`config.mk`:
```
export PLATFORM = sky130hd
export DESIGN_NAME = msp_serial_port
export DESIGN_NICKNAME = d
export VERILOG_FILES = /design/src/verilog/msp_pkg.sv /design/src/verilog/msp_stream_if.sv /design/src/verilog/msp_fifo.sv /design/src/verilog/msp_rx.sv /design/src/verilog/msp_serial_port.sv
export SDC_FILE = /design/constraint.sdc
export NUM_CORES = 1
export LEC_CHECK = 0
export ABC_CLOCK_PERIOD_IN_PS = 3800
export BUFFER_PORTS_ARGS = -buffer_cell sky130_fd_sc_hd__buf_2
export CORE_MARGIN = 3
export CORE_UTILIZATION = 34
export CTS_CLUSTER_SIZE = 16
export DETAILED_ROUTE_END_ITERATION = 6
export REMOVE_ABC_BUFFERS = 1
export SYNTH_ARGS = -nofsm -noshare
export SYNTH_HDL_FRONTEND = slang
export SYNTH_SLANG_ARGS = --single-unit
```
`constraint.sdc`:
```
create_clock -name clk_sys -period 3.8 [get_ports clk_sys]
set_input_delay 1.14 -clock clk_sys [delete_from_list [all_inputs] [get_ports clk_sys]]
set_output_delay 1.14 -clock clk_sys [all_outputs]
set_load 0.01 [all_outputs]
```
`src/verilog/msp_pkg.sv`:
```
/*
  Constants, register map and types shared by the multidrop serial port.
  Assumes a single system clock at CLK_HZ and a 32-bit APB register bus.
*/
package msp_pkg;
  localparam int unsigned CLK_HZ        = 125_000_000;
  localparam int unsigned CLK_PERIOD_NS = 8;
  localparam int unsigned CHAR_BITS     = 7;
  localparam int unsigned FRAME_BITS    = 10;
  localparam int unsigned DIV_W         = 19;
  localparam int unsigned ADDR_W        = 8;
  localparam int unsigned FIFO_DEPTH    = 32;

  localparam int unsigned BAUD_CODES = 6;
  localparam int unsigned RATE_BPS [0:BAUD_CODES-1] = '{300, 600, 1200, 2400, 4800, 9600};

  localparam logic [ADDR_W-1:0] ADDR_CTRL = 8'h00;
  localparam logic [ADDR_W-1:0] ADDR_STAT = 8'h04;
  localparam logic [ADDR_W-1:0] ADDR_TXD  = 8'h08;
  localparam logic [ADDR_W-1:0] ADDR_RXD  = 8'h0C;

  localparam int unsigned CTRL_STN_LSB  = 0;
  localparam int unsigned CTRL_BAUD_LSB = 4;
  localparam int unsigned CTRL_PAR_LSB  = 8;
  localparam int unsigned CTRL_PORT_BIT = 12;

  localparam int unsigned STAT_ONLINE   = 0;
  localparam int unsigned STAT_RXVALID  = 1;
  localparam int unsigned STAT_OVERRUN  = 2;
  localparam int unsigned STAT_TXBUSY   = 3;
  localparam int unsigned STAT_TXEMPTY  = 4;
  localparam int unsigned STAT_TXFULL   = 5;

  localparam logic [CHAR_BITS-1:0] CHAR_CR       = 7'h0D;
  localparam logic [CHAR_BITS-1:0] CHAR_DIGIT0   = 7'h30;
  localparam logic [CHAR_BITS-1:0] CHAR_HEX_BASE = 7'h37;
  localparam logic [3:0]           STN_TEN       = 4'hA;

  typedef enum logic [2:0] {
    BAUD_300, BAUD_600, BAUD_1200, BAUD_2400, BAUD_4800, BAUD_9600
  } msp_baud_t;

  typedef enum logic [1:0] {PAR_EVEN, PAR_ODD, PAR_MARK, PAR_SPACE} msp_parity_t;

  typedef enum logic {PORT_SERIAL, PORT_PARALLEL} msp_port_t;

  localparam logic [3:0]  STN_RST  = 4'h0;
  localparam msp_baud_t   BAUD_RST = BAUD_9600;
  localparam msp_parity_t PAR_RST  = PAR_EVEN;
endpackage : msp_pkg

```
`src/verilog/msp_stream_if.sv`:
```
/*
  Valid/ready stream carrier between the serial port's own modules.
  Assumes both ends share clk_sys.
*/
`timescale 1ns/1ps
interface msp_stream_if #(parameter int unsigned W = 7);
  logic         valid;
  logic         ready;
  logic [W-1:0] data;
  modport src (output valid, output data, input ready);
  modport snk (input valid, input data, output ready);
endinterface : msp_stream_if

```
`src/verilog/msp_fifo.sv`:
```
/*
  Synchronous FIFO with valid/ready on both sides.
  Assumes one clock; full refuses pushes, empty withholds valid.
*/
`timescale 1ns/1ps
module msp_fifo #(
  parameter int unsigned W     = 7,
  parameter int unsigned DEPTH = 32
) (
  input  wire logic   clk_sys,
  input  wire logic   arst_n,
  msp_stream_if.snk   fill,
  msp_stream_if.src   drain,
  output wire logic   empty,
  output wire logic   full
);
  localparam int unsigned AW = $clog2(DEPTH);

  logic [W-1:0] mem [0:DEPTH-1];
  logic [AW:0]  wrPtr_r;
  logic [AW:0]  rdPtr_r;
  wire          push = fill.valid && fill.ready;
  wire          pop  = drain.valid && drain.ready;

  assign empty       = wrPtr_r == rdPtr_r;
  assign full        = (wrPtr_r[AW] != rdPtr_r[AW]) && (wrPtr_r[AW-1:0] == rdPtr_r[AW-1:0]);
  assign fill.ready  = !full;
  assign drain.valid = !empty;
  assign drain.data  = mem[rdPtr_r[AW-1:0]];

  always_ff @(posedge clk_sys) begin
    if (push) begin
      mem[wrPtr_r[AW-1:0]] <= fill.data;
    end
  end

  always_ff @(posedge clk_sys or negedge arst_n) begin
    if (!arst_n) begin
      wrPtr_r <= '0;
      rdPtr_r <= '0;
    end else begin
      if (push) begin
        wrPtr_r <= wrPtr_r + 1'b1;
      end
      if (pop) begin
        rdPtr_r <= rdPtr_r + 1'b1;
      end
    end
  end

  a_fifo_no_overfill: assert property (
    @(posedge clk_sys) disable iff (!arst_n)
    full && !pop |=> full && $stable(wrPtr_r))
    else $error("fifo pointer moved while full");
endmodule : msp_fifo

```
`src/verilog/msp_rx.sv`:
```
/*
  Character receiver: start bit, seven data bits, parity, stop.
  Assumes rxLine is synchronous to clk_sys and idles high.
*/
`timescale 1ns/1ps
module msp_rx (
  input  wire logic                     clk_sys,
  input  wire logic                     arst_n,
  input  wire logic                     rxLine,
  input  wire logic [msp_pkg::DIV_W-1:0] bitCyc,
  msp_stream_if.src                     charOut
);
  import msp_pkg::*;

  typedef enum logic [1:0] {R_IDLE, R_START, R_DATA, R_STOP} msp_rxst_t;

  msp_rxst_t              state_r;
  logic [DIV_W-1:0]       cnt_r;
  logic [2:0]             bitIdx_r;
  logic [CHAR_BITS:0]     shift_r;
  logic [CHAR_BITS-1:0]   data_r;
  logic                   valid_r;
  wire                    tick = cnt_r == '0;

  assign charOut.valid = valid_r;
  assign charOut.data  = data_r;

  // half a bit first, then whole bits: sampling lands mid-bit
  always_ff @(posedge clk_sys or negedge arst_n) begin
    if (!arst_n) begin
      state_r  <= R_IDLE;
      cnt_r    <= '0;
      bitIdx_r <= '0;
      shift_r  <= '0;
    end else begin
      unique case (state_r)
        R_IDLE: begin
          if (!rxLine) begin
            cnt_r   <= bitCyc >> 1; // [RULE_12]
            state_r <= R_START;
          end
        end
        R_START: begin
          if (!tick) begin
            cnt_r <= cnt_r - 1'b1;
          end else if (rxLine) begin
            state_r <= R_IDLE; // [RULE_12]
          end else begin
            cnt_r    <= bitCyc - 1'b1;
            bitIdx_r <= '0;
            state_r  <= R_DATA;
          end
        end
        R_DATA: begin
          if (!tick) begin
            cnt_r <= cnt_r - 1'b1;
          end else begin
            shift_r  <= {rxLine, shift_r[CHAR_BITS:1]}; // [RULE_11]
            cnt_r    <= bitCyc - 1'b1;
            bitIdx_r <= bitIdx_r + 1'b1;
            if (bitIdx_r == 3'h7) begin
              state_r <= R_STOP;
            end
          end
        end
        R_STOP: begin
          if (!tick) begin
            cnt_r <= cnt_r - 1'b1;
          end else begin
            state_r <= R_IDLE;
          end
        end
      endcase
    end
  end

  // parity bit shift_r[7] is dropped unchecked; a bad stop bit drops the char
  always_ff @(posedge clk_sys or negedge arst_n) begin
    if (!arst_n) begin
      valid_r <= 1'b0;
      data_r  <= '0;
    end else if (state_r == R_STOP && tick && rxLine) begin
      valid_r <= 1'b1;
      data_r  <= shift_r[CHAR_BITS-1:0]; // [RULE_06]
    end else if (charOut.ready) begin
      valid_r <= 1'b0;
    end
  end

  a_rx_false_start: assert property ( // [RULE_12]
    @(posedge clk_sys) disable iff (!arst_n)
    state_r == R_START && tick && rxLine |=> state_r == R_IDLE && !valid_r)
    else $error("false start not rejected");
endmodule : msp_rx

```
`src/verilog/msp_serial_port.sv`:
```
/*
  Multidrop serial port: APB registers, station online logic, transmit path
  through a FIFO, and the receiver. Assumes one clock clk_sys, the line
  idles high, and the master terminal checks parity of what it receives.
*/
// Notes on behaviour
// [RULE_01] station zero means always online; carriage return never takes it offline
// [RULE_02] queued replies are sent whenever present, regardless of station or online state
// [RULE_03] six line speeds 300 to 9600, one stored choice for both directions
// [RULE_04] even mode clears parity on odd data count; odd mode sets it
// [RULE_05] mark forces parity one, space forces parity zero, every character
// [RULE_06] receiver ignores the parity bit, no check and no error flag
// [RULE_07] master terminal alone checks parity against the configured setting
// [RULE_08] port choice offers serial and parallel; only serial works
// [RULE_09] station number is a setting from zero to fifteen
// [RULE_10] nonzero station: online on own number, offline again on carriage return
// [RULE_11] frame is start, seven data, parity, stop: ten bit times
// [RULE_12] bit time from system clock by selected divider; receive samples mid-bit
`timescale 1ns/1ps
module msp_serial_port #(
  parameter int unsigned CLK_HZ_P = msp_pkg::CLK_HZ
) (
  input  wire logic                      clk_sys,
  input  wire logic                      arst_n,
  input  wire logic                      psel,
  input  wire logic                      penable,
  input  wire logic                      pwrite,
  input  wire logic [msp_pkg::ADDR_W-1:0] paddr,
  input  wire logic [31:0]               pwdata,
  output wire logic [31:0]               prdata,
  output wire logic                      pready,
  output wire logic                      pslverr,
  input  wire logic                      rxLine,
  output wire logic                      txLine,
  output wire logic                      online
);
  import msp_pkg::*;

  localparam logic [DIV_W-1:0] BIT_CYC [0:BAUD_CODES-1] = '{
    DIV_W'(CLK_HZ_P / RATE_BPS[0]),
    DIV_W'(CLK_HZ_P / RATE_BPS[1]),
    DIV_W'(CLK_HZ_P / RATE_BPS[2]),
    DIV_W'(CLK_HZ_P / RATE_BPS[3]),
    DIV_W'(CLK_HZ_P / RATE_BPS[4]),
    DIV_W'(CLK_HZ_P / RATE_BPS[5])
  };

  typedef enum logic {TX_IDLE, TX_SEND} msp_txst_t;

  // configuration
  logic [3:0]             station_r;
  msp_baud_t              baudSel_r;
  msp_parity_t            parity_r;
  logic [DIV_W-1:0]       bitCyc;

  // online and receive holding
  logic                   onlineNz_r;
  logic [CHAR_BITS-1:0]   rxData_r;
  logic                   rxValid_r;
  logic                   rxOverrun_r;
  logic [CHAR_BITS-1:0]   idChar;
  logic                   stnZero;
  logic                   rxTake;

  // transmit
  msp_txst_t              txState_r;
  logic [FRAME_BITS-1:0]  frame_r;
  logic [DIV_W-1:0]       txCnt_r;
  logic [3:0]             txBits_r;
  logic                   txEmpty;
  logic                   txFull;
  logic                   parBit;

  // bus
  logic [31:0]            prdata_r;
  logic                   setup;
  logic                   access;
  logic                   mapped;
  logic                   done;
  logic                   wrCtrl;
  logic                   rdRxd;

  msp_stream_if #(.W(CHAR_BITS)) txIn ();
  msp_stream_if #(.W(CHAR_BITS)) txOut ();
  msp_stream_if #(.W(CHAR_BITS)) rxIf ();

  // one divider serves both directions
  assign bitCyc = BIT_CYC[baudSel_r]; // [RULE_03] [RULE_12]

  // ---- APB slave
  assign setup   = psel && !penable;
  assign access  = psel && penable;
  assign mapped  = (paddr == ADDR_CTRL) || (paddr == ADDR_STAT) ||
                   (paddr == ADDR_TXD)  || (paddr == ADDR_RXD);
  // a data write waits here while the transmit queue is full
  assign pready  = !(access && pwrite && (paddr == ADDR_TXD) && !txIn.ready);
  assign pslverr = access && !mapped;
  assign done    = access && pready;
  assign wrCtrl  = done && pwrite && (paddr == ADDR_CTRL);
  assign rdRxd   = done && !pwrite && (paddr == ADDR_RXD);
  assign prdata  = prdata_r;

  assign txIn.valid = access && pwrite && (paddr == ADDR_TXD);
  assign txIn.data  = pwdata[CHAR_BITS-1:0];

  // read data is picked up in the setup phase so it comes from a flop
  always_ff @(posedge clk_sys or negedge arst_n) begin
    if (!arst_n) begin
      prdata_r <= '0;
    end else if (setup) begin
      prdata_r <= '0;
      unique case (paddr)
        ADDR_CTRL: begin
          prdata_r[CTRL_STN_LSB +: 4]  <= station_r;
          prdata_r[CTRL_BAUD_LSB +: 3] <= baudSel_r;
          prdata_r[CTRL_PAR_LSB +: 2]  <= parity_r;
          prdata_r[CTRL_PORT_BIT]      <= PORT_SERIAL; // [RULE_08]
        end
        ADDR_STAT: begin
          prdata_r[STAT_ONLINE]  <= online;
          prdata_r[STAT_RXVALID] <= rxValid_r;
          prdata_r[STAT_OVERRUN] <= rxOverrun_r;
          prdata_r[STAT_TXBUSY]  <= txState_r == TX_SEND;
          prdata_r[STAT_TXEMPTY] <= txEmpty;
          prdata_r[STAT_TXFULL]  <= txFull;
        end
        ADDR_RXD: begin
          prdata_r[CHAR_BITS-1:0] <= rxData_r;
        end
        default: begin
          prdata_r <= '0;
        end
      endcase
    end
  end

  // ---- configuration register
  always_ff @(posedge clk_sys or negedge arst_n) begin
    if (!arst_n) begin
      station_r <= STN_RST;
      baudSel_r <= BAUD_RST;
      parity_r  <= PAR_RST;
    end else if (wrCtrl) begin
      station_r <= pwdata[CTRL_STN_LSB +: 4]; // [RULE_09]
      parity_r  <= msp_parity_t'(pwdata[CTRL_PAR_LSB +: 2]);
      // codes beyond the six rates keep the old speed
      if (pwdata[CTRL_BAUD_LSB +: 3] < 3'(BAUD_CODES)) begin
        baudSel_r <= msp_baud_t'(pwdata[CTRL_BAUD_LSB +: 3]); // [RULE_03]
      end
    end
  end

  // ---- station addressing
  assign stnZero = station_r == 4'h0;
  assign rxTake  = rxIf.valid;
  assign rxIf.ready = 1'b1;
  // station shown as one hex digit: 1..9 then A..F
  assign idChar  = (station_r < STN_TEN) ? (CHAR_DIGIT0 + {3'h0, station_r})
                                         : (CHAR_HEX_BASE + {3'h0, station_r});
  assign online  = stnZero || onlineNz_r; // [RULE_01]

  always_ff @(posedge clk_sys or negedge arst_n) begin
    if (!arst_n) begin
      onlineNz_r <= 1'b0;
    end else if (stnZero) begin
      onlineNz_r <= 1'b0; // [RULE_01]
    end else if (rxTake && onlineNz_r && rxIf.data == CHAR_CR) begin
      onlineNz_r <= 1'b0; // [RULE_10]
    end else if (rxTake && rxIf.data == idChar) begin
      onlineNz_r <= 1'b1; // [RULE_10]
    end
  end

  // ---- receive holding register, only fed while online
  always_ff @(posedge clk_sys or negedge arst_n) begin
    if (!arst_n) begin
      rxData_r <= '0;
    end else if (rxTake && online) begin
      rxData_r <= rxIf.data; // [RULE_10]
    end
  end

  // set wins over the clear by a read in the same cycle
  always_ff @(posedge clk_sys or negedge arst_n) begin
    if (!arst_n) begin
      rxValid_r <= 1'b0;
    end else if (rxTake && online) begin
      rxValid_r <= 1'b1;
    end else if (rdRxd) begin
      rxValid_r <= 1'b0;
    end
  end

  always_ff @(posedge clk_sys or negedge arst_n) begin
    if (!arst_n) begin
      rxOverrun_r <= 1'b0;
    end else if (rxTake && online && rxValid_r && !rdRxd) begin
      rxOverrun_r <= 1'b1;
    end else if (rdRxd) begin
      rxOverrun_r <= 1'b0;
    end
  end

  msp_rx u_rx (
    .clk_sys (clk_sys),
    .arst_n  (arst_n),
    .rxLine  (rxLine),
    .bitCyc  (bitCyc),
    .charOut (rxIf)
  );

  // ---- transmit queue
  msp_fifo #(.W(CHAR_BITS), .DEPTH(FIFO_DEPTH)) u_txq (
    .clk_sys (clk_sys),
    .arst_n  (arst_n),
    .fill    (txIn),
    .drain   (txOut),
    .empty   (txEmpty),
    .full    (txFull)
  );

  // ---- parity of the outgoing character
  always_comb begin
    unique case (parity_r)
      PAR_EVEN:  parBit = ~^txOut.data; // [RULE_04]
      PAR_ODD:   parBit = ^txOut.data; // [RULE_04]
      PAR_MARK:  parBit = 1'b1; // [RULE_05]
      PAR_SPACE: parBit = 1'b0; // [RULE_05]
    endcase
  end

  // not gated by online: replies leave as soon as the line is free
  assign txOut.ready = txState_r == TX_IDLE; // [RULE_02]

  // frame_r[0] is the line; ones shift in behind so it idles high
  assign txLine = frame_r[0];

  always_ff @(posedge clk_sys or negedge arst_n) begin
    if (!arst_n) begin
      txState_r <= TX_IDLE;
      frame_r   <= '1;
      txCnt_r   <= '0;
      txBits_r  <= '0;
    end else begin
      unique case (txState_r)
        TX_IDLE: begin
          if (txOut.valid) begin
            frame_r   <= {1'b1, parBit, txOut.data, 1'b0}; // [RULE_11]
            txCnt_r   <= bitCyc - 1'b1; // [RULE_12]
            txBits_r  <= 4'(FRAME_BITS - 1);
            txState_r <= TX_SEND;
          end
        end
        TX_SEND: begin
          if (txCnt_r != '0) begin
            txCnt_r <= txCnt_r - 1'b1;
          end else begin
            frame_r <= {1'b1, frame_r[FRAME_BITS-1:1]};
            txCnt_r <= bitCyc - 1'b1;
            if (txBits_r == 4'h0) begin
              txState_r <= TX_IDLE;
            end else begin
              txBits_r <= txBits_r - 1'b1;
            end
          end
        end
      endcase
    end
  end

  // ---- checks
  a_zero_stays_on: assert property ( // [RULE_01]
    @(posedge clk_sys) disable iff (!arst_n)
    stnZero && rxTake && rxIf.data == CHAR_CR && !wrCtrl |=> online)
    else $error("station zero went offline");

  a_id_goes_on: assert property ( // [RULE_10]
    @(posedge clk_sys) disable iff (!arst_n)
    !stnZero && rxTake && rxIf.data == idChar && !wrCtrl |=> online)
    else $error("own station number did not bring port online");

  a_cr_goes_off: assert property ( // [RULE_10]
    @(posedge clk_sys) disable iff (!arst_n)
    !stnZero && onlineNz_r && rxTake && rxIf.data == CHAR_CR && !wrCtrl
    |=> !online ##1 !online)
    else $error("carriage return did not take port offline");

  a_offline_drop: assert property ( // [RULE_10]
    @(posedge clk_sys) disable iff (!arst_n)
    rxTake && !online && !rdRxd |=> $stable(rxValid_r) && $stable(rxData_r))
    else $error("character stored while offline");

  a_reply_starts: assert property ( // [RULE_02]
    @(posedge clk_sys) disable iff (!arst_n)
    txState_r == TX_IDLE && !txEmpty |=> txState_r == TX_SEND && !txLine)
    else $error("queued reply not started");

  a_even_parity: assert property ( // [RULE_04]
    @(posedge clk_sys) disable iff (!arst_n)
    txState_r == TX_IDLE && txOut.valid && parity_r == PAR_EVEN
    |=> frame_r[8] == ~^frame_r[7:1])
    else $error("even parity bit wrong");

  a_odd_parity: assert property ( // [RULE_04]
    @(posedge clk_sys) disable iff (!arst_n)
    txState_r == TX_IDLE && txOut.valid && parity_r == PAR_ODD
    |=> frame_r[8] == ^frame_r[7:1])
    else $error("odd parity bit wrong");

  a_forced_parity: assert property ( // [RULE_05]
    @(posedge clk_sys) disable iff (!arst_n)
    txState_r == TX_IDLE && txOut.valid && parity_r inside {PAR_MARK, PAR_SPACE}
    |=> frame_r[8] == (parity_r == PAR_MARK))
    else $error("forced parity bit wrong");

  a_frame_shape: assert property ( // [RULE_11]
    @(posedge clk_sys) disable iff (!arst_n)
    $rose(txState_r == TX_SEND) |-> !frame_r[0] && frame_r[9] && txBits_r == 4'h9)
    else $error("frame does not hold start and stop bits");

  a_baud_guard: assert property ( // [RULE_03]
    @(posedge clk_sys) disable iff (!arst_n)
    wrCtrl && pwdata[CTRL_BAUD_LSB +: 3] >= 3'(BAUD_CODES) |=> $stable(baudSel_r))
    else $error("illegal speed code accepted");

  a_port_serial: assert property ( // [RULE_08]
    @(posedge clk_sys) disable iff (!arst_n)
    access && !pwrite && paddr == ADDR_CTRL |-> !prdata[CTRL_PORT_BIT])
    else $error("parallel port choice reads back");
endmodule : msp_serial_port

```
==> impl_metrics.csv <==
group,metric,value,unit
global_route,grt.overflow.total,0,
timing,period_share,0.939,
place,gp_congestion,0.798,
final_layout,synthToLayoutAreaGrowth,14.9,%
die,die_h,220,um
final_layout,final_cells,1895,
timing,finalClockSkew,19.4,ps
final_layout,num-nets-final,1348,
route,avgRoutedWirePerCell,18.9,um
clock_network,cts_tree,"built",
timing,timing.fmax,0.280,GHz
flow_run,drv_cap,0,
power,power,7.85,mW
power,peakVddDrop,0.399,mV
route,drt-pass1-iter-count,5,
power,p_per_area,438,nW/um2
clock_network,cts.clk_slew.worst_paths,60,ps
die,die_area,48500,um2
clock_network,htreeDepth,2,
timing,relSlewSlack,0.269,
global_route,grt_pass1_vias,9835,
timing,hold_viol,0,
logic_synthesis,synthArstFlopShare,0.335,
route,drt_first_iter_violations,924,
final_layout,final_common_cell,"edfxtp_1",
route,ant_nets,0,
global_route,antenna_found_initial,0,
route,vias,9784,
final_layout,finalInstanceArea,17900,um2
final_layout,drive_gt1_frac,0.197,
clock_network,clock_path_buffers,3,
worst_hold_path,hold_class,"reg -> reg",
critical_path,critPathKind,"reg -> out",
clock_network,clk_latency,550,ps
place,dpl_cell_area,16800,um2
logic_synthesis,syn_area_per_cell,13.2,um2
global_route,grt_pass1_wl,56200,um
logic_synthesis,syn_area,15600,um2
timing,rsz0062_at_grt,"false",
run_status,status,"completed",
logic_synthesis,ys_seq_elements,337,
logic_synthesis,yosysUniqueCellTypes,69,
critical_path,cp.arrival,2430,ps
route,drc,0,
place,placed_cells,1829,
logic_synthesis,ys.flop_type,"edfxtp_1",
die,core,44800,um2
global_route,grt_max_degree,68,
timing,setup_viol,0,
timing,fin_crit,3570,ps
route,wirelength,35900,um
critical_path,worst_ep_required_time,2660,ps
critical_path,crit_fanout,18,
place,dp_hpwl,23600,um
logic_synthesis,netlist_instances,1181,
global_route,track_usage,0.149,
power,p_leak,6.93,nW
timing,slew_viol_final,0,
logic_synthesis,yosysWarnings,0,
logic_synthesis,synth-seq-area-share,0.614,
logic_synthesis,synth_edf_count,224,
final_layout,antenna_cells,0,
critical_path,setup.worst_path.start_class,"flip-flop",
die,rows,77,
clock_network,clock_sinks,337,
clock_network,numCtsBuffers,36,
die,pin_count,82,
timing,worstMarginPinSlew,1100,ps
die,fp.dieW,220,um
place,portBuffers,35,
timing,whs,458,ps
die,start_util,0.348,
route,viasPerCell,5.16,
critical_path,cp-end-kind,"primary output",
clock_network,root_buffer,"clkbuf_16",
final_layout,mostFrequentLayoutCells,"224 x edfxtp_1, 101 x dfrtp_1, 95 x nor2_1, 90 x nand2_1, 76 x buf_4",
final_layout,final_util,0.400,
## synth_stat cells, drive strengths merged, types with 23 or more instances
cell,number,area share
a21oi,32,0.010
buf,44,0.020
clkbuf,36,0.0087
dfrtp,102,0.16
edfxtp,224,0.43
ha,27,0.022
mux2,37,0.027
mux2i,68,0.044
mux4,30,0.043
nand2,90,0.022
nor2,95,0.023
nor3,23,0.0077
o21ai,75,0.024
## stage by stage
| stage | TNS [ps] | setup WS [ps] |
|---|---|---|
| 2_1_floorplan | -263680 | -1810 |
| 3_3_place_gp | 0 | 63.5 |
| 3_5_place_dp | 0 | 77.2 |
| 4_1_cts | 0 | 74.9 |
| 5_1_grt | 0 | 104 |
| 6_report | 0 | 232 |
## final timing paths
kind	start	endpoint	slack (ps)	cells past startpoint
worst max register to register	u_txq.rdPtr_r[0]	frame_r[8]	370	9
worst min-delay path	frame_r[1]	frame_r[1]	460	2
max in group asynchronous	arst_n	u_txq.rdPtr_r[0]	2330	1
worst max-delay path	u_txq.rdPtr_r[0]	pready	230	7
worst min register to register	frame_r[1]	frame_r[1]	460	2
min in group asynchronous	arst_n	u_rx.bitIdx_r[0]	720	1
## worst max-delay path, stage by stage (launching register included)
cell and delay [ps]:
dfrtp_4 660, buf_4 270, xor2_1 180, nor3_2 230
nand2_1 140, nor2_1 170, nand2_1 90, buf_2 150
## sequential cells by signal, indices dropped and copies added, names as in the netlist, 2 cells and up, named ones only
name	flops
u_txq.mem	224
txCnt_r	19
u_rx.cnt_r	19
frame_r	9
prdata	9
u_rx.shift_r	8
rxData_r	7
u_rx.charOut.data	7
u_txq.rdPtr_r	6
u_txq.wrPtr_r	6
station_r	4
txBits_r	4
baudSel_r	3
u_rx.bitIdx_r	3
parity_r	2
## cells by family after synthesis
logic type | share of synthesized area
buffers and inverters | 0.0344
and+or+nand+nor | 0.0957
DFF | 0.614
AOI/OAI and AO/OA | 0.0975
xor gates and xnor gates | 0.0230
adders and majority gates | 0.0217
muxes | 0.114
other | 0.000241
## cell type report
class / instances / area, um2
multi-input cells: 763 / 5580
well taps: 592 / 741
clock inverters: 19 / 159
fillers: 4226 / 26900
clock buffers: 47 / 963
repair buffers: 114 / 821
flip-flops and latches: 337 / 9570
inverters: 23 / 86.3
## power by group
| part | total [mW] | internal (mW) | leakage (nW) | switching (mW) |
|---|---|---|---|---|
| Sequential | 4.07 | 3.98 | 3.40 | 0.0883 |
| Clock | 3.38 | 1.89 | 0.542 | 1.49 |
| Combinational | 0.398 | 0.162 | 2.98 | 0.237 |
| Total | 7.85 | 6.04 | 6.93 | 1.82 |
## timing repair
action,CTS,global route
setup endpoints to repair,0,1
buffers inserted,0,0
resized for setup,0,1
hold buffers,0,0
## routing by layer
layer,routed length [um],GRT usage,vias to the layer above
met5,0,0,-
met4,816,0.0419,0
met3,1780,0.0233,67
met2,17000,0.245,261
met1,16300,0.206,4854
li1,-,-,4602
Power figures use the tool's default switching activity.
